File: src/design/ctrl_word_pkg.sv
package ctrl_word_pkg;
   // ------------------------------------------------------------
   // register map
   // ------------------------------------------------------------
   localparam int unsigned  NUM_REGS       = 16;
   localparam logic [4:0]   REG_CONTROL    = 5'h0F;
   localparam logic [15:0]  CTRL_RESET     = 16'h0000;
   localparam int unsigned  CODE_MSB       = 15;
   localparam int unsigned  CODE_LSB       = 8;
   localparam int unsigned  DATA_MSB       = 7;
   localparam int unsigned  DATA_LSB       = 0;

   // ------------------------------------------------------------
   // control codes
   // ------------------------------------------------------------
   localparam logic [7:0]   CODE_NOP       = 8'h00;
   localparam logic [7:0]   CODE_RESTART   = 8'h01;
   localparam logic [7:0]   CODE_SYS_DEF   = 8'h02;
   localparam logic [7:0]   CODE_IO_DEF    = 8'h03;
   localparam logic [7:0]   CODE_ERR_CLR   = 8'h04;
   localparam logic [7:0]   CODE_ERR_IGN   = 8'h05;
   localparam logic [7:0]   CODE_ERR_DIS   = 8'h06;
   localparam logic [7:0]   CODE_LINK_CLR  = 8'h07;
   localparam logic [7:0]   CODE_SRCH_ABT  = 8'h08;
   localparam logic [7:0]   CODE_BASELINE  = 8'h10;
   localparam logic [7:0]   DATA_NONE      = 8'h00;

   // ------------------------------------------------------------
   // node message table
   // ------------------------------------------------------------
   localparam int unsigned  MAX_NODE       = 56;
   localparam int unsigned  NODE_W         = 6;
   localparam logic [7:0]   NODE_FIRST     = 8'h01;
   localparam logic [7:0]   NODE_LAST      = 8'h38;
   localparam logic [7:0]   MSG_CLEARED    = 8'h00;
   localparam logic [7:0]   MSG_DISABLED   = 8'hFE;
   localparam logic [7:0]   MSG_REP_DATA   = 8'h01;

   // ------------------------------------------------------------
   // timing
   // ------------------------------------------------------------
   localparam int unsigned  CLK_PERIOD_PS  = 8000;
   localparam int unsigned  RESTART_NS     = 1000;
   localparam int unsigned  RESTART_CYC    = (RESTART_NS * 1000) / CLK_PERIOD_PS;

   typedef enum logic [1:0] {
      OP_NONE = 2'h0,
      OP_CLR  = 2'h1,
      OP_IGN  = 2'h2,
      OP_DIS  = 2'h3
   } msg_op_type;
endpackage

File: src/design/msg_table_if.sv
`timescale 1ns/1ps
`default_nettype none
interface msg_table_if;
   logic                              cmd_valid;
   ctrl_word_pkg::msg_op_type         cmd_op;
   logic [ctrl_word_pkg::NODE_W-1:0]  cmd_node;
   logic                              rep_valid;
   logic [ctrl_word_pkg::NODE_W-1:0]  rep_node;
   logic [7:0]                        rep_code;
   logic [ctrl_word_pkg::NODE_W-1:0]  rd_node;
   logic [15:0]                       rd_data;
   logic                              attention;

   modport ctrl  (output cmd_valid, cmd_op, cmd_node, rep_valid, rep_node, rep_code, rd_node,
                  input rd_data, attention);
   modport store (input cmd_valid, cmd_op, cmd_node, rep_valid, rep_node, rep_code, rd_node,
                  output rd_data, attention);
endinterface
`default_nettype wire

File: src/design/control_word_command_decoder.sv
// Summary of operation
// upper byte code, lower byte data
// host writes 0x00 data for dataless codes
// sixteen registers, inputs 1-6, outputs 9-14; code maps only register 15, other addresses read 0x0000
// commands accepted only through register 15
// code 0x01 forces full restart
// gateway restart drops all nodes' sync
// node restart affects only this node
// restart loses output control temporarily
// host avoids restart on running system
// code 0x02 restores system defaults
// code 0x03 restores I/O defaults; code does so only when role_io_proc_i is set
// code 0x04 clears node message register
// codes 0x04-0x08 only on gateway
// code 0x05 ignores node error
// code 0x06 writes 0xFE, disables messages
// only 0x04 re-enables disabled messages
// code 0x07 zeroes I/O link table
// code 0x08 aborts active channel search
// 0x1000 baselines strain-gauge nodes only
// 0xFE upper byte suppresses node errors
// word 0x0000 is no operation
// undefined codes ignored without effects
`timescale 1ns/1ps
`default_nettype none
module control_word_command_decoder #(
   parameter int unsigned RESTART_CYCLES = ctrl_word_pkg::RESTART_CYC
) (
   // clock and reset
   input  wire logic                               ref_clk_i,
   input  wire logic                               rst_n_i,
   // register access
   input  wire logic                               reg_wr_i,
   input  wire logic                               reg_rd_i,
   input  wire logic [4:0]                         reg_addr_i,
   input  wire logic [15:0]                        reg_wdata_i,
   output var  logic [15:0]                        reg_rdata_o,
   // device role and status pins
   input  wire logic                               role_gateway_i,
   input  wire logic                               role_strain_i,
   input  wire logic                               role_io_proc_i,
   input  wire logic                               search_active_i,
   // node error reports and message readback
   input  wire logic                               err_valid_i,
   input  wire logic [ctrl_word_pkg::NODE_W-1:0]   err_node_i,
   input  wire logic [7:0]                         err_code_i,
   input  wire logic [ctrl_word_pkg::NODE_W-1:0]   msg_node_i,
   output var  logic [15:0]                        msg_rdata_o,
   output var  logic                               err_attention_o,
   // device actions
   output var  logic                               restart_o,
   output var  logic                               resync_all_o,
   output var  logic                               outputs_lost_o,
   output var  logic                               restore_sys_o,
   output var  logic                               restore_io_o,
   output var  logic                               link_clear_o,
   output var  logic                               search_abort_o,
   output var  logic                               baseline_o
);
   if (RESTART_CYCLES < 1 || RESTART_CYCLES > 65535) begin : g_bad_restart
      $error("RESTART_CYCLES out of range");
   end

   typedef enum logic [1:0] {
      ST_RUN     = 2'b01,
      ST_RESTART = 2'b10
   } state_type;

   msg_table_if tbl ();

   // ------------------------------------------------------------
   // pin synchronisers
   // ------------------------------------------------------------
   logic [3:0] pin_s1_r;
   logic [3:0] pin_s2_r;

   always_ff @(posedge ref_clk_i or negedge rst_n_i) begin
      if (!rst_n_i) begin
         pin_s1_r <= 4'h0;
         pin_s2_r <= 4'h0;
      end else begin
         pin_s1_r <= {search_active_i, role_io_proc_i, role_strain_i, role_gateway_i};
         pin_s2_r <= pin_s1_r;
      end
   end

   logic is_gw;
   logic is_strain;
   logic is_io_proc;
   logic srch_act;
   assign is_gw      = pin_s2_r[0];
   assign is_strain  = pin_s2_r[1];
   assign is_io_proc = pin_s2_r[2];
   assign srch_act   = pin_s2_r[3];

   function automatic logic node_ok(input logic [7:0] d);
      return (d >= ctrl_word_pkg::NODE_FIRST) && (d <= ctrl_word_pkg::NODE_LAST);
   endfunction

   // ------------------------------------------------------------
   // decode
   // ------------------------------------------------------------
   state_type   state_r;
   state_type   state_nxt;
   logic [15:0] cnt_r;
   logic [15:0] cnt_nxt;
   logic [15:0] ctrl_r;
   logic [15:0] ctrl_nxt;
   logic [15:0] rdata_r;
   logic [15:0] rdata_nxt;
   logic        resync_r;
   logic        resync_nxt;
   logic [4:0]  act_r;
   logic [4:0]  act_nxt;
   logic        ctl_wr;
   logic [7:0]  code;
   logic [7:0]  dfield;

   // ctl_wr: only register 15 carries commands
   assign ctl_wr = reg_wr_i && (reg_addr_i == ctrl_word_pkg::REG_CONTROL);
   assign code   = reg_wdata_i[ctrl_word_pkg::CODE_MSB:ctrl_word_pkg::CODE_LSB];
   assign dfield = reg_wdata_i[ctrl_word_pkg::DATA_MSB:ctrl_word_pkg::DATA_LSB];

   always_comb begin
      logic run_wr;
      logic no_dat;
      run_wr        = ctl_wr && (state_r == ST_RUN);
      no_dat        = (dfield == ctrl_word_pkg::DATA_NONE);
      state_nxt     = state_r;
      cnt_nxt       = cnt_r;
      ctrl_nxt      = ctrl_r;
      resync_nxt    = resync_r;
      act_nxt       = 5'h00;
      tbl.cmd_valid = 1'b0;
      tbl.cmd_op    = ctrl_word_pkg::OP_NONE;
      tbl.cmd_node  = dfield[ctrl_word_pkg::NODE_W-1:0];
      if (run_wr) begin
         ctrl_nxt = reg_wdata_i;
      end
      unique case (state_r)
         ST_RUN: begin
            if (run_wr && no_dat) begin
               unique case (code)
                  ctrl_word_pkg::CODE_RESTART: begin
                     state_nxt  = ST_RESTART;
                     cnt_nxt    = 16'(RESTART_CYCLES - 1);
                     resync_nxt = is_gw;
                  end
                  ctrl_word_pkg::CODE_SYS_DEF:  act_nxt[0] = 1'b1;
                  ctrl_word_pkg::CODE_IO_DEF:   act_nxt[1] = is_io_proc;
                  ctrl_word_pkg::CODE_LINK_CLR: act_nxt[2] = is_gw;
                  ctrl_word_pkg::CODE_SRCH_ABT: act_nxt[3] = is_gw && srch_act;
                  ctrl_word_pkg::CODE_BASELINE: act_nxt[4] = is_strain;
                  default: ;
               endcase
            end
            if (run_wr && is_gw && node_ok(dfield)) begin
               unique case (code)
                  ctrl_word_pkg::CODE_ERR_CLR: tbl.cmd_op = ctrl_word_pkg::OP_CLR;
                  ctrl_word_pkg::CODE_ERR_IGN: tbl.cmd_op = ctrl_word_pkg::OP_IGN;
                  ctrl_word_pkg::CODE_ERR_DIS: tbl.cmd_op = ctrl_word_pkg::OP_DIS;
                  default: ;
               endcase
               tbl.cmd_valid = (tbl.cmd_op != ctrl_word_pkg::OP_NONE);
            end
         end
         ST_RESTART: begin
            if (cnt_r == 16'h0000) begin
               state_nxt  = ST_RUN;
               resync_nxt = 1'b0;
               ctrl_nxt   = ctrl_word_pkg::CTRL_RESET;
            end else begin
               cnt_nxt = cnt_r - 16'h0001;
            end
         end
         default: begin
            state_nxt = ST_RUN;
         end
      endcase
      rdata_nxt = rdata_r;
      if (reg_rd_i) begin
         rdata_nxt = (reg_addr_i == ctrl_word_pkg::REG_CONTROL) ? ctrl_r : 16'h0000;
      end
   end

   assign tbl.rep_valid = err_valid_i;
   assign tbl.rep_node  = err_node_i;
   assign tbl.rep_code  = err_code_i;
   assign tbl.rd_node   = msg_node_i;

   node_msg_table u_table (
      .ref_clk_i (ref_clk_i),
      .rst_n_i   (rst_n_i),
      .tbl       (tbl.store)
   );

   // ------------------------------------------------------------
   // registers
   // ------------------------------------------------------------
   always_ff @(posedge ref_clk_i or negedge rst_n_i) begin
      if (!rst_n_i) begin
         state_r         <= ST_RUN;
         cnt_r           <= 16'h0000;
         ctrl_r          <= ctrl_word_pkg::CTRL_RESET;
         rdata_r         <= 16'h0000;
         resync_r        <= 1'b0;
         act_r           <= 5'h00;
         msg_rdata_o     <= 16'h0000;
         err_attention_o <= 1'b0;
      end else begin
         state_r         <= state_nxt;
         cnt_r           <= cnt_nxt;
         ctrl_r          <= ctrl_nxt;
         rdata_r         <= rdata_nxt;
         resync_r        <= resync_nxt;
         act_r           <= act_nxt;
         msg_rdata_o     <= tbl.rd_data;
         err_attention_o <= tbl.attention;
      end
   end

   assign reg_rdata_o    = rdata_r;
   assign restart_o      = state_r[1];
   assign outputs_lost_o = state_r[1];
   assign resync_all_o   = resync_r;
   assign restore_sys_o  = act_r[0];
   assign restore_io_o   = act_r[1];
   assign link_clear_o   = act_r[2];
   assign search_abort_o = act_r[3];
   assign baseline_o     = act_r[4];

   // ------------------------------------------------------------
   // checks
   // ------------------------------------------------------------
   AST_RESTART_START: assert property (@(posedge ref_clk_i) disable iff (!rst_n_i)
      (state_r == ST_RUN && ctl_wr && reg_wdata_i == 16'h0100) |=> restart_o)
      else $error("restart not started");

   // length of the current restart, for the length check
   logic [15:0] rst_len_r;
   logic [15:0] rst_len_nxt;

   always_comb begin
      rst_len_nxt = restart_o ? (rst_len_r + 16'h0001) : 16'h0000;
   end

   always_ff @(posedge ref_clk_i or negedge rst_n_i) begin
      if (!rst_n_i) begin
         rst_len_r <= 16'h0000;
      end else begin
         rst_len_r <= rst_len_nxt;
      end
   end

   AST_RESTART_LEN: assert property (@(posedge ref_clk_i) disable iff (!rst_n_i)
      (restart_o |-> outputs_lost_o)
      and ($fell(restart_o) |-> (rst_len_r == 16'(RESTART_CYCLES))))
      else $error("restart length wrong");

   AST_RESYNC_GW: assert property (@(posedge ref_clk_i) disable iff (!rst_n_i)
      resync_all_o |-> (restart_o && is_gw))
      else $error("resync without gateway restart");

   AST_GW_ONLY: assert property (@(posedge ref_clk_i) disable iff (!rst_n_i)
      !is_gw |-> ##1 (!link_clear_o && !search_abort_o))
      else $error("gateway code acted on node");

   AST_ABORT_NEEDS_SEARCH: assert property (@(posedge ref_clk_i) disable iff (!rst_n_i)
      search_abort_o |-> $past(srch_act))
      else $error("abort without search");

   AST_BASELINE: assert property (@(posedge ref_clk_i) disable iff (!rst_n_i)
      baseline_o |-> $past(is_strain) && $past(ctl_wr) && $past(reg_wdata_i) == 16'h1000)
      else $error("baseline wrongly issued");

   AST_NOP: assert property (@(posedge ref_clk_i) disable iff (!rst_n_i)
      (state_r == ST_RUN && ctl_wr && reg_wdata_i == 16'h0000)
      |=> (act_r == 5'h00 && $stable(state_r)))
      else $error("noop had effect");

   AST_SYS_DEF: assert property (@(posedge ref_clk_i) disable iff (!rst_n_i)
      (state_r == ST_RUN && ctl_wr && reg_wdata_i == 16'h0200) |=> restore_sys_o ##1 !restore_sys_o)
      else $error("system restore missing");

   AST_DISABLE_MSG: assert property (@(posedge ref_clk_i) disable iff (!rst_n_i)
      (state_r == ST_RUN && ctl_wr && is_gw && code == 8'h06 && dfield == {2'b00, msg_node_i}
       && node_ok(dfield) && !err_valid_i && $stable(msg_node_i))
      |=> ##1 (msg_rdata_o == 16'hFE00))
      else $error("disable did not mark node");

   AST_CLEAR_MSG: assert property (@(posedge ref_clk_i) disable iff (!rst_n_i)
      (state_r == ST_RUN && ctl_wr && is_gw && code == 8'h04 && dfield == {2'b00, msg_node_i}
       && node_ok(dfield) && !err_valid_i && $stable(msg_node_i))
      |=> ##1 (msg_rdata_o == 16'h0000))
      else $error("clear did not zero node");
endmodule // control_word_command_decoder
`default_nettype wire

File: src/design/node_msg_table.sv
`timescale 1ns/1ps
`default_nettype none
module node_msg_table (
   // clock and reset
   input  wire logic  ref_clk_i,
   input  wire logic  rst_n_i,
   // table port
   msg_table_if.store tbl
);
   localparam int unsigned N = ctrl_word_pkg::MAX_NODE;

   logic [15:0] msg_r   [1:N];
   logic [15:0] msg_nxt [1:N];
   logic        ign_r   [1:N];
   logic        ign_nxt [1:N];

   // ------------------------------------------------------------
   // next state
   // ------------------------------------------------------------
   always_comb begin
      logic [ctrl_word_pkg::NODE_W-1:0] idx;
      logic                             attn;
      idx = '0;
      attn = 1'b0;
      for (int i = 1; i <= N; i++) begin
         idx        = ctrl_word_pkg::NODE_W'(i);
         msg_nxt[i] = msg_r[i];
         ign_nxt[i] = ign_r[i];
         if (tbl.cmd_valid && tbl.cmd_node == idx) begin
            unique case (tbl.cmd_op)
               ctrl_word_pkg::OP_CLR: begin
                  msg_nxt[i] = {ctrl_word_pkg::MSG_CLEARED, 8'h00};
                  ign_nxt[i] = 1'b0;
               end
               ctrl_word_pkg::OP_IGN: ign_nxt[i] = 1'b1;
               ctrl_word_pkg::OP_DIS: msg_nxt[i] = {ctrl_word_pkg::MSG_DISABLED, 8'h00};
               ctrl_word_pkg::OP_NONE: ;
            endcase
         end
         // report wins over a clear; a disabled node keeps its mark
         if (tbl.rep_valid && tbl.rep_node == idx
             && msg_nxt[i][15:8] != ctrl_word_pkg::MSG_DISABLED
             && (tbl.rep_code > msg_nxt[i][15:8] || msg_nxt[i][15:8] == 8'h00)) begin
            msg_nxt[i] = {tbl.rep_code, ctrl_word_pkg::MSG_REP_DATA};
            ign_nxt[i] = 1'b0;
         end
         if (msg_r[i] != 16'h0000 && !ign_r[i]
             && msg_r[i][15:8] != ctrl_word_pkg::MSG_DISABLED) begin
            attn = 1'b1;
         end
      end
      tbl.attention = attn;
      tbl.rd_data   = 16'h0000;
      if (tbl.rd_node >= ctrl_word_pkg::NODE_W'(1) && tbl.rd_node <= ctrl_word_pkg::NODE_W'(N)) begin
         tbl.rd_data = msg_r[tbl.rd_node];
      end
   end

   // ------------------------------------------------------------
   // storage
   // ------------------------------------------------------------
   always_ff @(posedge ref_clk_i or negedge rst_n_i) begin
      if (!rst_n_i) begin
         for (int i = 1; i <= N; i++) begin
            msg_r[i] <= 16'h0000;
            ign_r[i] <= 1'b0;
         end
      end else begin
         for (int i = 1; i <= N; i++) begin
            msg_r[i] <= msg_nxt[i];
            ign_r[i] <= ign_nxt[i];
         end
      end
   end
endmodule // node_msg_table
`default_nettype wire

File: config.mk
export PLATFORM = sky130hd
export DESIGN_NAME = control_word_command_decoder
export DESIGN_NICKNAME = d
export VERILOG_FILES = /design/src/design/ctrl_word_pkg.sv /design/src/design/msg_table_if.sv /design/src/design/control_word_command_decoder.sv /design/src/design/node_msg_table.sv
export SDC_FILE = /design/constraint.sdc
export NUM_CORES = 2
export LEC_CHECK = 0
export BUFFER_PORTS_ARGS = -buffer_cell sky130_fd_sc_hd__buf_4
export CAP_MARGIN = 20
export CORE_ASPECT_RATIO = 0.6
export CORE_MARGIN = 1.5
export CORE_UTILIZATION = 44
export CTS_BUF_LIST = sky130_fd_sc_hd__clkbuf_4 sky130_fd_sc_hd__clkbuf_8
export CTS_CLUSTER_DIAMETER = 50
export DETAILED_ROUTE_END_ITERATION = 10
export PLACE_DENSITY_LB_ADDON = 0.12
export SLEW_MARGIN = 30
export SYNTH_ARGS = -nofsm -noshare
export SYNTH_HDL_FRONTEND = slang
export SYNTH_SLANG_ARGS = --single-unit
File: constraint.sdc
create_clock -name ref_clk_i -period 4.2 [get_ports ref_clk_i]
set_input_delay 0.21 -clock ref_clk_i [delete_from_list [all_inputs] [get_ports ref_clk_i]]
set_output_delay 0.21 -clock ref_clk_i [all_outputs]
set_load 0.005 [all_outputs]
==> results by group <==
Outcome
  – Status: complete, but fails checks
  – Failing checks: negative setup slack

Cells and area
  – P&R area growth vs syn: 25.8%
  – Share of post-route cells with drive strength above 1: 26.5%
  – Fill count: 9362
  – Final instance area: 58700 µm²
  – NumNets Final: 6168

Floorplan
  – Die Wd: 423 µm
  – Die ar.: 108000 µm²
  – Row count: 92
  – Core Region: 105000 µm²
  – Die Span Y: 255 µm
  – Initial Util: 44.4%
  – IO Pins: 91

Clocking
  – Root buf cell: clkbuf_8
  – Number of buffers created by CTS: 108
  – Clock transition at the registers of the reported paths: 0.07 ns
  – Longest Clk Path Bufs: 3
  – CTS sink cnt: 635
  – Clk_lat worst skew: 0.87 ns
  – H-tree level count: 3
  – TritonCTS clock tree: yes

Placed design
  – Detailed Place HPWL: 159 mm
  – Gpl congestion: 1.07
  – Pre-CTS setup slack: -0.425 ns
  – Area after DPL: 53500 µm²
  – PortBufs: 90

Timing
  – Final min period: 4.31 ns
  – Max-slew violations: 0
  – Highest Clock Rate: 0.232 GHz
  – Setup ws final: -0.108 ns
  – Final Hold Fails: 0
  – RSZ-0062 raised after global routing: yes
  – Slew HR: 25.2%
  – Final Skew: 0.0426 ns
  – Setup violations, final: 8
  – Worst-Margin Slew: 1.11 ns
  – Tcrit/Tclk final: 103%

Setup path
  – Required @ worst endpoint: 4.94 ns
  – Worst-case reg-to-reg path depth: 16
  – Crit path kind: reg2reg
  – Worst setup EP type: flop
  – Critical Path AT: 5.05 ns
  – Critical path launch point type: flop
  – Crit Path Max Fanout: 12

Detailed routing
  – 1st-pass router iterations: 6
  – Final ANT Viol Nets: 0
  – DR vias/cell: 6.66
  – Iteration-0 DRC Markers: 6993
  – Drt total wl: 217 mm
  – DRC viols: 0
  – Vias post-DR: 47741
  – Average wire per standard cell: 30.3 µm

Yosys
  – Post-Syn Area: 46700 µm²
  – Syn_nets: 5454
  – Post-synthesis mux area share: 13.5%
  – Asr flop ratio synth: 100%
  – Mean Syn Cell Area: 9.42 µm²
  – Yosys warnings: 0
  – Compound-gate portion of the synthesized area: 18.0%
  – Netlist cell types: 89
  – Post-synth EDFFs: 0
  – Sequential share of the synthesized area: 34.1%
  – Gate count after technology mapping: 4954
  – Synth Register Bits: 635
  – Xor/xnor share of the synthesized area: 0.282%
  – Synth Area in Simple Gates: 19.0%
  – Synth Flop Type: dfrtp_1
  – Post-synthesis adder-cell area fraction: 12.1%
  – Largest family of logic cells by synthesized area: simple AND/OR/NAND/NOR gates

GRT
  – Initial antenna violation count: 13
  – Tot GR Track Use: 39.0%
  – Pin count of the biggest net entering global routing: 100
  – First-pass GRT wire length: 309 mm
  – Vias in the first global route: 43055
  – Grt ovf: 0

Power
  – Switching Share: 37.0%
  – Pint: 0.0131 W
  – P_leak: 27.9 nW
  – Total Power: 0.0207 W
  – Total power divided by cell area: 353 nW/µm²
  – Max IR drop VDD: 0.225 mV
  – Combinational fraction of design power: 30.8%
  – Fraction of power consumed by sequential logic: 38.9%
  – Clock network fraction of total power: 30.3%
  – Switching power: 0.00768 W

Worst hold path
  – Hold WC Path Type: in2reg
  – Worst hold stages: 3

Flow run
  – MaxCap Viol Count: 0
[power groups by stage]
stage          clock (W)  sequential (W)  combinational (W)
2_1_floorplan          0         0.00755            0.00374
3_3_place_gp           0         0.00804            0.00577
3_5_place_dp           0         0.00804            0.00588
4_1_cts          0.00634         0.00794            0.00596
5_1_grt          0.00662         0.00809            0.00688
6_report         0.00630         0.00807            0.00639
[flip-flops by register name, indices dropped and copies added (netlist names)]
signal and flops:
resync_all_o 1, reg_rdata_o 16, msg_rdata_o 10, pin_s1_r 4, act_r 5, err_attention_o 1, pin_s2_r 4, u_table.msg_r 504
ctrl_r 16, state_r 2, u_table.ign_r 56, cnt_r 16
[critical path: stages, from the launching register on]
cell and delay, ns:
dfrtp_1 0.38, nand3b_1 0.23, a311o_1 0.47, buf_4 0.18
buf_4 0.16, nor4_4 0.30, buf_12 0.20, nand2_2 0.11
a21oi_2 0.19, ha_1 0.26, a21o_1 0.18, a221o_1 0.36
nor3_2 0.16, a211oi_2 0.07, o311ai_2 0.32, a211o_1 0.23
mux2_1 0.33
[metrics by stage]
stage	utilization (%)	hold WS [ns]	std cells	setup TNS [ns]
2_1_floorplan	-	-0.0856	4954	-0.0140
5_1_grt	55.8	0.0902	7163	-14.16
3_3_place_gp	50.9	0.270	6839	-21.24
3_5_place_dp	50.9	0.268	6840	-24.46
6_report	55.9	0.114	7170	-0.589
4_1_cts	53.8	0.0297	7089	-0.0265
[logic make-up after synthesis]
group	Yosys count
other	1
XOR/XNOR	15
multiplexers	434
flip-flops	635
adder cells (fa/ha/maj)	450
AND/OR/NAND/NOR	1727
AO/OA/AOI/OAI	1333
buffers and inverters	359
[path summary, 6_finish.rpt]
kind,start,endpoint,slack (ns)
worst max register to register,pin_s2_r[0],u_table.msg_r[840],-0.11
worst min-delay path,err_code_i[5],u_table.msg_r[125],0.11
max in group asynchronous,rst_n_i,u_table.msg_r[121],2.76
worst max-delay path,pin_s2_r[0],u_table.msg_r[840],-0.11
min in group asynchronous,rst_n_i,u_table.msg_r[571],0.44
worst min register to register,pin_s1_r[0],pin_s2_r[0],0.34
[cell usage after synthesis (20+ instances only)]
master	number	share of area [%]
nor2b_1	33	0.44
a2bb2oi_1	21	0.39
or4_1	70	1.1
ha_1	450	12
nand3b_1	22	0.35
buf_1	25	0.20
buf_2	27	0.29
nor2_1	320	2.6
clkbuf_1	161	1.3
mux2i_1	233	5.0
and2_1	63	0.84
nand4_1	117	1.6
nand4b_1	45	0.84
nor3_1	175	1.9
o22ai_1	30	0.40
nand3_1	202	2.2
o211ai_1	56	0.90
nor4_1	70	0.94
dfrtp_1	634	34
o21ai_0	169	1.8
a21o_1	108	1.7
nand2_1	464	3.7
o31ai_1	20	0.32
nand2b_1	26	0.35
a211o_1	85	1.6
inv_1	123	0.99
a21boi_0	38	0.61
mux4_2	153	7.4
a21oi_1	613	6.6
mux2_2	46	1.1
[cell type report]
class,count,area [µm²],share of cell area [%]
clock buffers,168,2100,3.58
repair buffers,832,7270,12.4
diodes,12,30.0,0.0511
multi-input cells,3963,31000,52.7
inverters,128,487,0.829
flip-flops and latches,635,15900,27.1
well taps,1410,1760,3.00
clock inverters,22,206,0.352
[metal layers]
| metal | track usage [%] | share of wire, % | up-vias |
|---|---|---|---|
| li1 | - | - | 20329 |
| met1 | 57.8 | 43 | 23572 |
| met5 | 0 | 0.026 | - |
| met3 | 13.9 | 14 | 544 |
| met4 | 14.2 | 4.0 | 8 |
| met2 | 51.3 | 38 | 3288 |
[placed cells by master, fill, tap and decap left out, drive strengths merged, types with 19 or more instances in the layout]
| master | Yosys | routed |
|---|---|---|
| mux4 | 153 | 153 |
| buf | 70 | 772 |
| a211o | 85 | 85 |
| a2bb2oi | 21 | 21 |
| nand2 | 466 | 466 |
| dfrtp | 634 | 634 |
| nand3 | 213 | 214 |
| mux2i | 233 | 233 |
| inv | 123 | 128 |
| dlygate4sd3 | 0 | 54 |
| nand4 | 117 | 117 |
| o21a | 19 | 19 |
| o21ai | 171 | 171 |
| ha | 450 | 450 |
| o211ai | 57 | 57 |
| nand3b | 22 | 22 |
| or4 | 70 | 70 |
| nand2b | 26 | 26 |
| nor3 | 181 | 181 |
| nor2b | 33 | 33 |
| mux2 | 48 | 48 |
| a21boi | 39 | 39 |
| a21oi | 614 | 614 |
| a21o | 108 | 108 |
| o31ai | 22 | 23 |
| nor4 | 80 | 80 |
| nor2 | 321 | 321 |
| clkbuf | 161 | 172 |
| and2 | 64 | 64 |
| o22ai | 30 | 30 |
| o21bai | 19 | 19 |
| nand4b | 45 | 45 |
[repair_timing]
action                     CTS  global route
hold endpoints to repair   446             0
cloned                       0            10
hold buffers                55             0
setup endpoints to repair  116           491
resized for setup           27           370
setup buffers                4            60
pin swaps                    8            83
No activity file was read; power rests on OpenSTA's default activity.
